==> config.mk <==
export PLATFORM = sky130hd
export DESIGN_NAME = irq_controller
export DESIGN_NICKNAME = d
export VERILOG_FILES = /design/src/pkg/irq_ctrl_pkg.sv /design/src/design/irq_edge_detect.sv /design/src/design/irq_first_set.sv /design/src/design/irq_controller.sv
export SDC_FILE = /design/constraint.sdc
export NUM_CORES = 1
export LEC_CHECK = 0
export BUFFER_PORTS_ARGS = -buffer_cell sky130_fd_sc_hd__buf_2
export CORE_MARGIN = 4
export CORE_UTILIZATION = 60
export CTS_CLUSTER_DIAMETER = 30
export CTS_CLUSTER_SIZE = 14
export DETAILED_ROUTE_END_ITERATION = 7
export PLACE_DENSITY = 0.83
export SYNTH_ARGS = -nofsm -noshare
export SYNTH_HDL_FRONTEND = slang
export SYNTH_SLANG_ARGS = --single-unit
==> constraint.sdc <==
create_clock -name clk_i -period 4 [get_ports clk_i]
set_clock_uncertainty 0.2 [all_clocks]
set_input_delay 0.8 -clock clk_i [delete_from_list [all_inputs] [get_ports clk_i]]
set_output_delay 0.8 -clock clk_i [all_outputs]
set_load 0.02 [all_outputs]
==> src/pkg/irq_ctrl_pkg.sv <==
// constants and types shared by the interrupt controller files
package irq_ctrl_pkg;
    // -------------------------------------------------------------
    // special-function register addresses
    // -------------------------------------------------------------
    localparam logic [7:0] ADDR_EN_A    = 8'hA8;
    localparam logic [7:0] ADDR_PR_A    = 8'hB8;
    localparam logic [7:0] ADDR_EN_B    = 8'hB9;
    localparam logic [7:0] ADDR_PR_B    = 8'hBA;
    localparam logic [7:0] ADDR_EN_C    = 8'hBB;
    localparam logic [7:0] ADDR_PR_C    = 8'hBC;
    localparam logic [7:0] ADDR_TY_A    = 8'hBD;
    localparam logic [7:0] ADDR_TY_B    = 8'hBE;
    localparam logic [7:0] ADDR_PEND_A  = 8'hC0;
    localparam logic [7:0] ADDR_PEND_B  = 8'hC1;
    localparam logic [7:0] ADDR_PEND_C  = 8'hC2;
    localparam logic [7:0] ADDR_SEL_A   = 8'hC4;
    localparam logic [7:0] ADDR_SEL_B   = 8'hC6;
    // -------------------------------------------------------------
    // fields, reset values, vectors
    // -------------------------------------------------------------
    localparam int          GIE_BIT      = 7;
    localparam int          NUM_SLOTS    = 23;
    localparam int          NUM_PINS     = 13;
    localparam int          IDX_W        = 5;
    localparam logic [7:0]  REG_RESET    = 8'h00;
    localparam logic [15:0] RESET_VECTOR = 16'h0000;
    localparam logic [15:0] VEC_BASE     = 16'h0003;
    localparam logic [15:0] VEC_LAST     = 16'h00B3;
    localparam logic [7:0]  READ_ZERO    = 8'h00;
    // -------------------------------------------------------------
    // in-service level, one-hot
    // -------------------------------------------------------------
    typedef enum logic [3:0] {
        SVC_NONE = 4'b0001,
        SVC_LOW  = 4'b0010,
        SVC_HIGH = 4'b0100,
        SVC_BOTH = 4'b1000
    } svc_t;
endpackage : irq_ctrl_pkg

==> src/design/irq_edge_detect.sv <==
// per-bit edge detector with selectable polarity
`timescale 1ns/1ps
`default_nettype none
module irq_edge_detect #(
    parameter int W = 1
) (
    input  wire logic         clk_i,
    input  wire logic         rst_n_i,
    input  wire logic [W-1:0] level_i,
    input  wire logic [W-1:0] rise_sel_i,
    output logic      [W-1:0] event_o
);
    generate
        if (W < 1)
        begin : g_bad_width
            $error("W must be at least 1");
        end
    endgenerate

    typedef struct packed {
        logic [W-1:0] prev;
        logic         armed;
    } edge_state_t;

    edge_state_t st_q;
    edge_state_t st_d;

    // no edge in the first cycle after reset: prev is not yet real
    always_comb
    begin
        st_d       = st_q;
        st_d.prev  = level_i;
        st_d.armed = 1'b1;
        event_o    = {W{st_q.armed}} &
                     ((rise_sel_i & level_i & ~st_q.prev) |
                      (~rise_sel_i & ~level_i & st_q.prev));
    end

    always_ff @(posedge clk_i or negedge rst_n_i)
    begin
        if (!rst_n_i)
            st_q <= '0;
        else
            st_q <= st_d;
    end
endmodule : irq_edge_detect
`default_nettype wire

==> src/design/irq_first_set.sv <==
// lowest-index set bit finder
`timescale 1ns/1ps
`default_nettype none
module irq_first_set #(
    parameter int W  = 23,
    parameter int IW = 5
) (
    input  wire logic [W-1:0]  req_i,
    output logic               found_o,
    output logic      [IW-1:0] index_o
);
    generate
        if (W < 1 || (1 << IW) < W)
        begin : g_bad_width
            $error("IW too narrow for W");
        end
    endgenerate

    // scan from the top so the lowest index is left standing
    always_comb
    begin
        found_o = 1'b0;
        index_o = '0;
        for (int i = W - 1; i >= 0; i--)
        begin
            if (req_i[i])
            begin
                found_o = 1'b1;
                index_o = IW'(i);
            end
        end
    end
endmodule : irq_first_set
`default_nettype wire

==> src/design/irq_controller.sv <==
// interrupt controller: enables, priorities, edges, pending flags, vectors
//
// Functional notes
// - A source asks the core for service only while its pending flag and its enable bit are both one.
// - Pending enabled requests are taken high group first, ties broken by lowest slot number.
// - Bit 7 of irq_enable_a gates every interrupt; when zero nothing is requested.
// - Reset vector is 0000H and slots 0..22 vector at 0003H plus eight per slot up to 00B3H.
// - irq_enable_a bits 6..0 enable timer 1, timer Y, timer X, serial 1 transmit, serial 1 receive, pin 1, pin 0.
// - irq_enable_b bits 7..0 enable A-D, pin 4, pin 3, pin 2, serial 2, counter 1, counter 0, timer 2.
// - irq_enable_c bits 7..0 enable pins 12, 11, 10, 9, 8, 7, 6 and 5 or their shared internal sources.
// - Priority bits sit at the enable positions, one means high group, bit 7 of irq_priority_a is reserved.
// - Pending flags sit at the enable positions, one means outstanding, bit 7 of irq_pending_a is reserved.
// - Each of pins 0..12 has an edge-select bit, zero falling and one rising.
// - irq_source_sel_a bits pick between the pin, counter, serial or A-D source and the alternate internal source.
// - irq_source_sel_b bits 4..0 route pins 9..5 or their internal sources, bits 7..5 reserved.
// - One switch input picks the first or second alternate pin set for pins 2, 3 and 4.
// - A key wake-up event fires when the AND of all input-mode key pins falls from one to zero.
// - All controller registers reset to zero except the one-hot in-service state, which resets to SVC_NONE (4'b0001).
`timescale 1ns/1ps
`default_nettype none
module irq_controller
    import irq_ctrl_pkg::*;
#(
    parameter int KEY_WIDTH = 8
) (
    input  wire logic                 clk_i,
    input  wire logic                 rst_n_i,
    input  wire logic [7:0]           sfr_addr_i,
    input  wire logic                 sfr_wr_i,
    input  wire logic [7:0]           sfr_wdata_i,
    input  wire logic                 sfr_rd_i,
    output logic      [7:0]           sfr_rdata_o,
    input  wire logic [1:0]           ext_pin_irq_i,
    input  wire logic [7:0]           ext_pin_irq_upper_i,
    input  wire logic [2:0]           pin_irq_alt_a_i,
    input  wire logic [2:0]           pin_irq_alt_b_i,
    input  wire logic                 pin_alt_switch_i,
    input  wire logic [KEY_WIDTH-1:0] key_input_port_i,
    input  wire logic [KEY_WIDTH-1:0] key_dir_input_i,
    input  wire logic                 ibf_event_i,
    input  wire logic                 obe_event_i,
    input  wire logic                 sio1_rx_event_i,
    input  wire logic                 sio1_tx_event_i,
    input  wire logic                 i2c_line_event_i,
    input  wire logic                 timer_x_event_i,
    input  wire logic                 timer_y_event_i,
    input  wire logic                 timer_1_event_i,
    input  wire logic                 timer_2_event_i,
    input  wire logic                 counter_event_0_i,
    input  wire logic                 counter_event_1_i,
    input  wire logic                 sio2_event_i,
    input  wire logic                 i2c_event_i,
    input  wire logic                 adc_event_i,
    input  wire logic                 aux_i2c_irq_i,
    input  wire logic                 keyboard_ps2_irq_i,
    input  wire logic                 mouse_ps2_irq_i,
    input  wire logic                 internal_ps2_irq_i,
    input  wire logic                 aux_i2c_line_event_i,
    output logic                      irq_req_o,
    output logic      [15:0]          irq_vector_o,
    input  wire logic                 irq_ack_i,
    input  wire logic                 irq_return_i
);
    // -------------------------------------------------------------
    // elaboration check
    // -------------------------------------------------------------
    generate
        if (KEY_WIDTH < 1 || KEY_WIDTH > 8)
        begin : g_bad_key
            $error("KEY_WIDTH must be 1 to 8");
        end
    endgenerate

    // -------------------------------------------------------------
    // state
    // -------------------------------------------------------------
    typedef struct packed {
        logic [7:0]           en_a;
        logic [7:0]           en_b;
        logic [7:0]           en_c;
        logic [6:0]           pr_a;
        logic [7:0]           pr_b;
        logic [7:0]           pr_c;
        logic [7:0]           ty_a;
        logic [4:0]           ty_b;
        logic [NUM_SLOTS-1:0] pend;
        logic [7:0]           sel_a;
        logic [4:0]           sel_b;
        svc_t                 svc;
        logic                 req;
        logic                 hi;
        logic [15:0]          vec;
        logic [7:0]           rdata;
    } state_t;

    state_t st_q;
    state_t st_d;

    // -------------------------------------------------------------
    // pin routing and edge detection
    // -------------------------------------------------------------
    logic [2:0]           alt_pins;
    logic [NUM_PINS-1:0]  pins;
    logic [NUM_PINS-1:0]  pin_ev;
    logic                 key_and;
    logic                 key_ev;

    assign alt_pins = pin_alt_switch_i ? pin_irq_alt_b_i : pin_irq_alt_a_i;
    assign pins     = {ext_pin_irq_upper_i, alt_pins, ext_pin_irq_i};
    // output-mode key pins are forced high so they never hold the AND low
    assign key_and  = &(key_input_port_i | ~key_dir_input_i);

    irq_edge_detect #(
        .W (NUM_PINS)
    ) u_pin_edge (
        .clk_i      (clk_i),
        .rst_n_i    (rst_n_i),
        .level_i    (pins),
        .rise_sel_i ({st_q.ty_b, st_q.ty_a}),
        .event_o    (pin_ev)
    );

    irq_edge_detect #(
        .W (1)
    ) u_key_edge (
        .clk_i      (clk_i),
        .rst_n_i    (rst_n_i),
        .level_i    (key_and),
        .rise_sel_i (1'b0),
        .event_o    (key_ev)
    );

    // -------------------------------------------------------------
    // source multiplexing, slot order equals vector order
    // -------------------------------------------------------------
    logic [NUM_SLOTS-1:0] set_ev;

    always_comb
    begin
        set_ev[0]  = st_q.sel_a[0] ? ibf_event_i : pin_ev[0];
        set_ev[1]  = st_q.sel_a[1] ? obe_event_i : pin_ev[1];
        set_ev[2]  = sio1_rx_event_i;
        set_ev[3]  = st_q.sel_a[2] ? i2c_line_event_i : sio1_tx_event_i;
        set_ev[4]  = timer_x_event_i;
        set_ev[5]  = timer_y_event_i;
        set_ev[6]  = timer_1_event_i;
        set_ev[7]  = timer_2_event_i;
        set_ev[8]  = st_q.sel_a[3] ? i2c_line_event_i : counter_event_0_i;
        set_ev[9]  = st_q.sel_a[6] ? key_ev : counter_event_1_i;
        set_ev[10] = st_q.sel_a[4] ? i2c_event_i : sio2_event_i;
        set_ev[11] = st_q.sel_a[5] ? i2c_event_i : pin_ev[2];
        set_ev[12] = pin_ev[3];
        set_ev[13] = pin_ev[4];
        set_ev[14] = st_q.sel_a[7] ? key_ev : adc_event_i;
        set_ev[15] = st_q.sel_b[0] ? aux_i2c_irq_i : pin_ev[5];
        set_ev[16] = st_q.sel_b[1] ? keyboard_ps2_irq_i : pin_ev[6];
        set_ev[17] = st_q.sel_b[2] ? mouse_ps2_irq_i : pin_ev[7];
        set_ev[18] = st_q.sel_b[3] ? internal_ps2_irq_i : pin_ev[8];
        set_ev[19] = st_q.sel_b[4] ? aux_i2c_line_event_i : pin_ev[9];
        set_ev[20] = pin_ev[10];
        set_ev[21] = pin_ev[11];
        set_ev[22] = pin_ev[12];
    end

    // -------------------------------------------------------------
    // arbitration
    // -------------------------------------------------------------
    logic [NUM_SLOTS-1:0] en_all;
    logic [NUM_SLOTS-1:0] pr_all;
    logic [NUM_SLOTS-1:0] live;
    logic                 hi_found;
    logic                 lo_found;
    logic [IDX_W-1:0]     hi_idx;
    logic [IDX_W-1:0]     lo_idx;
    logic                 take_hi;
    logic                 take_lo;
    logic [IDX_W-1:0]     win_idx;
    logic                 take_ack;

    assign en_all = {st_q.en_c, st_q.en_b, st_q.en_a[6:0]};
    assign pr_all = {st_q.pr_c, st_q.pr_b, st_q.pr_a};
    assign live   = st_q.pend & en_all & {NUM_SLOTS{st_q.en_a[GIE_BIT]}};

    irq_first_set #(
        .W  (NUM_SLOTS),
        .IW (IDX_W)
    ) u_hi_pick (
        .req_i   (live & pr_all),
        .found_o (hi_found),
        .index_o (hi_idx)
    );

    irq_first_set #(
        .W  (NUM_SLOTS),
        .IW (IDX_W)
    ) u_lo_pick (
        .req_i   (live & ~pr_all),
        .found_o (lo_found),
        .index_o (lo_idx)
    );

    // high group beats low, lowest slot wins inside a group
    assign take_hi  = hi_found && st_q.svc != SVC_HIGH && st_q.svc != SVC_BOTH;
    assign take_lo  = lo_found && st_q.svc == SVC_NONE;
    assign win_idx  = take_hi ? hi_idx : lo_idx;
    assign take_ack = irq_ack_i && st_q.req;

    // -------------------------------------------------------------
    // next state
    // -------------------------------------------------------------
    logic wr_en;

    assign wr_en = sfr_wr_i;

    always_comb
    begin
        st_d = st_q;
        // set beats a software clear in the same cycle
        st_d.pend = st_q.pend | set_ev;
        if (wr_en)
        begin
            case (sfr_addr_i)
                ADDR_EN_A:   st_d.en_a  = sfr_wdata_i;
                ADDR_EN_B:   st_d.en_b  = sfr_wdata_i;
                ADDR_EN_C:   st_d.en_c  = sfr_wdata_i;
                ADDR_PR_A:   st_d.pr_a  = sfr_wdata_i[6:0];
                ADDR_PR_B:   st_d.pr_b  = sfr_wdata_i;
                ADDR_PR_C:   st_d.pr_c  = sfr_wdata_i;
                ADDR_TY_A:   st_d.ty_a  = sfr_wdata_i;
                ADDR_TY_B:   st_d.ty_b  = sfr_wdata_i[4:0];
                ADDR_SEL_A:  st_d.sel_a = sfr_wdata_i;
                ADDR_SEL_B:  st_d.sel_b = sfr_wdata_i[4:0];
                ADDR_PEND_A: st_d.pend[6:0]   = sfr_wdata_i[6:0] | set_ev[6:0];
                ADDR_PEND_B: st_d.pend[14:7]  = sfr_wdata_i | set_ev[14:7];
                ADDR_PEND_C: st_d.pend[22:15] = sfr_wdata_i | set_ev[22:15];
                default:     st_d.pend = st_q.pend | set_ev;
            endcase
        end

        // registered read port; unmapped and reserved bits read zero
        if (sfr_rd_i)
        begin
            case (sfr_addr_i)
                ADDR_EN_A:   st_d.rdata = st_q.en_a;
                ADDR_EN_B:   st_d.rdata = st_q.en_b;
                ADDR_EN_C:   st_d.rdata = st_q.en_c;
                ADDR_PR_A:   st_d.rdata = {1'b0, st_q.pr_a};
                ADDR_PR_B:   st_d.rdata = st_q.pr_b;
                ADDR_PR_C:   st_d.rdata = st_q.pr_c;
                ADDR_TY_A:   st_d.rdata = st_q.ty_a;
                ADDR_TY_B:   st_d.rdata = {3'h0, st_q.ty_b};
                ADDR_PEND_A: st_d.rdata = {1'b0, st_q.pend[6:0]};
                ADDR_PEND_B: st_d.rdata = st_q.pend[14:7];
                ADDR_PEND_C: st_d.rdata = st_q.pend[22:15];
                ADDR_SEL_A:  st_d.rdata = st_q.sel_a;
                ADDR_SEL_B:  st_d.rdata = {3'h0, st_q.sel_b};
                default:     st_d.rdata = READ_ZERO;
            endcase
        end

        // in-service tracking, pending is left for software to clear
        unique case (st_q.svc)
            SVC_NONE:
            begin
                if (take_ack)
                    st_d.svc = st_q.hi ? SVC_HIGH : SVC_LOW;
            end
            SVC_LOW:
            begin
                if (take_ack && st_q.hi)
                    st_d.svc = SVC_BOTH;
                else if (irq_return_i)
                    st_d.svc = SVC_NONE;
            end
            SVC_HIGH:
            begin
                if (irq_return_i)
                    st_d.svc = SVC_NONE;
            end
            SVC_BOTH:
            begin
                if (irq_return_i)
                    st_d.svc = SVC_LOW;
            end
            default: st_d.svc = SVC_NONE;
        endcase

        // drop the request on acknowledge; in-service state updates on the same edge
        st_d.req = (take_hi || take_lo) && !take_ack;
        st_d.hi  = take_hi;
        if (take_hi || take_lo)
            st_d.vec = VEC_BASE + 16'({win_idx, 3'b000});
    end

    always_ff @(posedge clk_i or negedge rst_n_i)
    begin
        if (!rst_n_i)
        begin
            st_q       <= '0;
            st_q.svc   <= SVC_NONE;
            st_q.vec   <= RESET_VECTOR;
            st_q.rdata <= REG_RESET;
        end
        else
            st_q <= st_d;
    end

    assign sfr_rdata_o  = st_q.rdata;
    assign irq_req_o    = st_q.req;
    assign irq_vector_o = st_q.vec;

    // -------------------------------------------------------------
    // assertions
    // -------------------------------------------------------------
    req_needs_enable_a: assert property (@(posedge clk_i) disable iff (!rst_n_i)
        irq_req_o |-> $past(|(st_q.pend & en_all)))
        else $error("request without pending enabled source");

    global_gate_a: assert property (@(posedge clk_i) disable iff (!rst_n_i)
        !st_q.en_a[GIE_BIT] |=> !irq_req_o)
        else $error("request while global enable is off");

    vector_range_a: assert property (@(posedge clk_i) disable iff (!rst_n_i)
        irq_req_o |-> (irq_vector_o >= VEC_BASE && irq_vector_o <= VEC_LAST && irq_vector_o[2:0] == 3'h3))
        else $error("vector outside table");

    high_first_a: assert property (@(posedge clk_i) disable iff (!rst_n_i)
        (hi_found && lo_found && st_q.svc == SVC_NONE && !irq_ack_i) |=> (irq_req_o && st_q.hi))
        else $error("low group taken before high group");

    set_wins_a: assert property (@(posedge clk_i) disable iff (!rst_n_i)
        (|set_ev) |=> ((st_q.pend & $past(set_ev)) == $past(set_ev)))
        else $error("event lost in pending flags");

    low_svc_enter_a: assert property (@(posedge clk_i) disable iff (!rst_n_i)
        (st_q.svc == SVC_NONE && take_ack && !st_q.hi) |=> (st_q.svc == SVC_LOW && !irq_req_o))
        else $error("low acknowledge did not enter low service");

    high_blocks_a: assert property (@(posedge clk_i) disable iff (!rst_n_i)
        (st_q.svc == SVC_HIGH && $past(st_q.svc) == SVC_HIGH) |-> !irq_req_o)
        else $error("request during high service");

    key_wake_a: assert property (@(posedge clk_i) disable iff (!rst_n_i)
        (key_ev && st_q.sel_a[7]) |=> st_q.pend[14])
        else $error("key wake-up not recorded");

    reserved_read_a: assert property (@(posedge clk_i) disable iff (!rst_n_i)
        $past(sfr_rd_i && (sfr_addr_i == ADDR_PEND_A || sfr_addr_i == ADDR_PR_A)) |-> !sfr_rdata_o[7])
        else $error("reserved bit reads one");
endmodule : irq_controller
`default_nettype wire

==> flow_summary_export.csv <==
group,metric,value,unit
synthesis,yosysTopAreaCell,"sky130_fd_sc_hd__dfrtp_1",
pwr,pwr-share-comb,11.8,%
place,post-dp-hpwl,16.76,mm
status,run_status,"completed",
worst_hold_path,hold_path.class,"in2async",
clock_network,ctsHoldBuffers,0,
timing,slew_headroom,14.56,%
synthesis,ys_types,70,
synthesis,ys_dominant_reg_cell,"sky130_fd_sc_hd__dfrtp_1",
critical_path,cp_slowest_cell,"sky130_fd_sc_hd__dfrtp_1",
global_routing,grt.busiest_layer,"met2",
timing,final_hold_viol_count,0,
pwr,cellLeakagePower,3.950,nW
critical_path,crit_type,"reg2reg",
critical_path,r2r_slack,860,ps
timing,worst_margin_pin_slew,1282,ps
route,routed_via_density,6.721,
route,route.antenna.remaining_nets,0,
cells_and_area,share_of_final_layout_standard_cells_stronger_than_drive_strength_1,27.94,%
critical_path,critical_path.n_buffers_inverters,0,
critical_path,worst-endpoint-required,4110,ps
clock_network,clock_buffers_created_by_tritoncts,17,
timing,finalSetupViolations,0,
die,site_rows,40,
global_routing,gr-usage-all-layers,32.47,%
critical_path,crit_path_cell_trace,"nand4_1 > and4_1 > nor3b_2 > a31oi_4 > a21o_1 > mux2_4",
critical_path,path_max_fanout,44,
timing,slew_violations,0,
global_routing,grt_start_max_net_pins,50,
clock_network,clkSlewWorstSetupHoldPaths,60,ps
synthesis,synth_cells,731,
clock_network,clkLatencyLatePin,430,ps
critical_path,worstSetupEndpointType,"flip-flop",
pwr,p_total,3.508,mW
global_routing,overflow,0,
die,design.core.area,11960,µm²
pwr,p_int,2.567,mW
pwr,pwr-share-clk,45.3,%
place,port_buffers,89,
route,detail_route.drc_violations,0,
cells_and_area,layout.cells.most_common_list,"sky130_fd_sc_hd__dfrtp_1, sky130_fd_sc_hd__nand2_1, sky130_fd_sc_hd__buf_2",
synthesis,postSynthRegisterBits,131,
cells_and_area,antennaDiodeCount,0,
global_routing,grt_use_met3,8.086,%
critical_path,worst-r2r-cell-count,6,
die,floorplan.die_area,14030,µm²
global_routing,first_global_vias,6455,
clock_network,cts_tree,"yes",
pwr,total_switching_power,0.9406,mW
timing,grt_setup_unrepaired,"no",
critical_path,critPathTopFamily,"flip-flops",
synthesis,post_synth.cell_area_avg,10.01,µm²
global_routing,wire_length_of_the_first_global_routing_pass,35.07,mm
timing,timing.setup.tns,0,ps
pwr,ir_drop,294.8,µV
die,chipHeight,118.4,µm
cells_and_area,ff_latch_area,3279,µm²
die,initial_utilization,61.17,%
synthesis,synth_edf_count,0,
synthesis,ys_seq_area_share,44.82,%
cells_and_area,layout.nets,878,
clock_network,ctsHtreeMaxLevel,4,
critical_path,cp_slowest_stage_delay,1200,ps
job,maxCapViolations,0,
global_routing,gr-usage-met2,51.70,%
die,ioPinCount,99,
route,dr.first_iter.drc_count,621,
critical_path,critical_path.startpoint_type,"flip-flop",
global_routing,grt_antenna_before_repair,0,
clock_network,clockRootBuffer,"sky130_fd_sc_hd__clkbuf_16",
pwr,power.density_cell_area,422.1,nW/µm²
clock_network,postCtsSetupBuffers,0,
critical_path,regToRegStartpoint,"st_q[125]$_DFFE_PN0P_",
cells_and_area,fillCellCount,883,
place,gpl.final_weighted_congestion,1.009,
route,vias,6472,
critical_path,cp_data_arrival_time,3240,ps
critical_path,worstReg2RegEnd,"irq_vector_o[6]$_DFFE_PN0P_",
route,routed_wl,22.51,mm
global_routing,grt_use_met1,39.12,%
cells_and_area,multi_input_area,3671,µm²
synthesis,mappedNetlistArea,7317,µm²
synthesis,yosys_warnings,0,
clock_network,number_of_sinks_on_the_clock_net,131,
route,drt-pass1-iter-count,5,
die,die_width,118.4,µm
route,routed_wire_length_per_instance,23.38,µm
synthesis,ys_async_sr_fraction,100.0,%
timing,timing.final.crit_period,3135,ps
synthesis,synth.area.top_cells,"sky130_fd_sc_hd__dfrtp_1, sky130_fd_sc_hd__mux2_2, sky130_fd_sc_hd__nand2_1",
timing,timing.fmax,319.0,MHz
timing,layout_worst_path_cycle_share,78.38,%
clock_network,clock_tree.buffer_depth,2,
clock_network,post_cts_sizing_count,0,
timing,hold_ws,205.2,ps
pwr,power.share.sequential,42.8,%
cells_and_area,layout_commonest_cell,"sky130_fd_sc_hd__dfrtp_1",
synthesis,synth_top_cell_area_share,44.46,%
pwr,switching_share,26.82,%
cells_and_area,areaGrowthSynthToFinish,13.56,%
==> power groups by stage <==
stage	logic [mW]	registers (mW)	clock network (mW)
2_1_floorplan	0.319	1.48	0
3_5_place_dp	0.415	1.52	0
5_1_grt	0.457	1.51	1.67
4_1_cts	0.417	1.50	1.60
3_3_place_gp	0.395	1.51	0
6_report	0.415	1.50	1.59
==> synthesized netlist by cell type (5+ instances only) <==
| cell type | instances |
|---|---|
| sky130_fd_sc_hd__a21oi_1 | 23 |
| sky130_fd_sc_hd__a221oi_1 | 12 |
| sky130_fd_sc_hd__a22o_1 | 7 |
| sky130_fd_sc_hd__a22oi_1 | 8 |
| sky130_fd_sc_hd__a31oi_1 | 5 |
| sky130_fd_sc_hd__a41oi_1 | 6 |
| sky130_fd_sc_hd__and3_1 | 9 |
| sky130_fd_sc_hd__buf_2 | 5 |
| sky130_fd_sc_hd__buf_4 | 25 |
| sky130_fd_sc_hd__buf_6 | 5 |
| sky130_fd_sc_hd__clkbuf_1 | 14 |
| sky130_fd_sc_hd__dfrtp_1 | 130 |
| sky130_fd_sc_hd__inv_1 | 17 |
| sky130_fd_sc_hd__mux2_2 | 75 |
| sky130_fd_sc_hd__mux2i_1 | 24 |
| sky130_fd_sc_hd__nand2_1 | 95 |
| sky130_fd_sc_hd__nand2b_1 | 9 |
| sky130_fd_sc_hd__nand3_1 | 21 |
| sky130_fd_sc_hd__nand3b_1 | 5 |
| sky130_fd_sc_hd__nand4_1 | 28 |
| sky130_fd_sc_hd__nand4b_1 | 19 |
| sky130_fd_sc_hd__nor2_1 | 54 |
| sky130_fd_sc_hd__nor2_2 | 5 |
| sky130_fd_sc_hd__nor3_1 | 7 |
| sky130_fd_sc_hd__o211ai_1 | 10 |
| sky130_fd_sc_hd__o21ai_0 | 31 |
| sky130_fd_sc_hd__o22ai_1 | 7 |
==> how the worst max path moves through the flow <==
stage,startpoint,slack (ps),depth (start not counted),end
after floorplan,sfr_addr_i[3],1480,7,st_q[54]$_DFF_PN0_
after global placement,sfr_addr_i[4],960,7,st_q[54]$_DFF_PN0_
after detailed placement,sfr_addr_i[4],910,7,st_q[54]$_DFF_PN0_
after CTS,st_q[125]$_DFFE_PN0P_,960,6,irq_vector_o[6]$_DFFE_PN0P_
after global routing,st_q[125]$_DFFE_PN0P_,660,7,irq_vector_o[5]$_DFFE_PN0P_
final,st_q[125]$_DFFE_PN0P_,860,6,irq_vector_o[6]$_DFFE_PN0P_
==> metal layers <==
| metal | wire length, µm | vias to the layer above |
|---|---|---|
| met5 | 0 | - |
| li1 | - | 2845 |
| met4 | 1509 | 0 |
| met1 | 8336 | 3110 |
| met3 | 2126 | 120 |
| met2 | 10540 | 397 |
==> registers in the layout, indices dropped and copies added, names as in the netlist <==
register,cells
irq_req_o,1
st_q,55
en_all,23
u_pin_edge.st_q,13
u_key_edge.st_q,2
sfr_rdata_o,8
pr_all,23
irq_vector_o,6
==> logic make-up (layout without fill, tap and decap cells) <==
family	count (synthesis)	count (layout)	synth area share [%]
and+or+nand+nor	285	285	20.76
AOI/OAI and AO/OA	143	143	13.75
xor gates and xnor gates	1	1	0.1197
other	2	10	0.1026
buffers and inverters	69	146	5.421
muxes	100	100	15.03
DFF	131	131	44.82
==> cell type report <==
class                           instances  area share (%)
Clock buffer                           19           5.331
Clock inverter                         12           1.882
Inverter                               18          0.8131
Multi-Input combinational cell        539           44.18
Sequential cell                       131           39.47
Tap cell                              147           2.214
Timing Repair Buffer                   97           6.114
==> metrics by stage <==
step	cells	instance area, µm²	util (%)	setup slack, ps
floorplan	739	7347	-	1475
global placement	932	7710	64.46	955.4
detailed placement	932	7710	64.46	910.5
CTS	963	8309	69.47	958.1
global route	963	8309	69.47	660.2
finish	963	8309	69.47	864.9
Note: power is estimated with default switching activity, not from simulation.
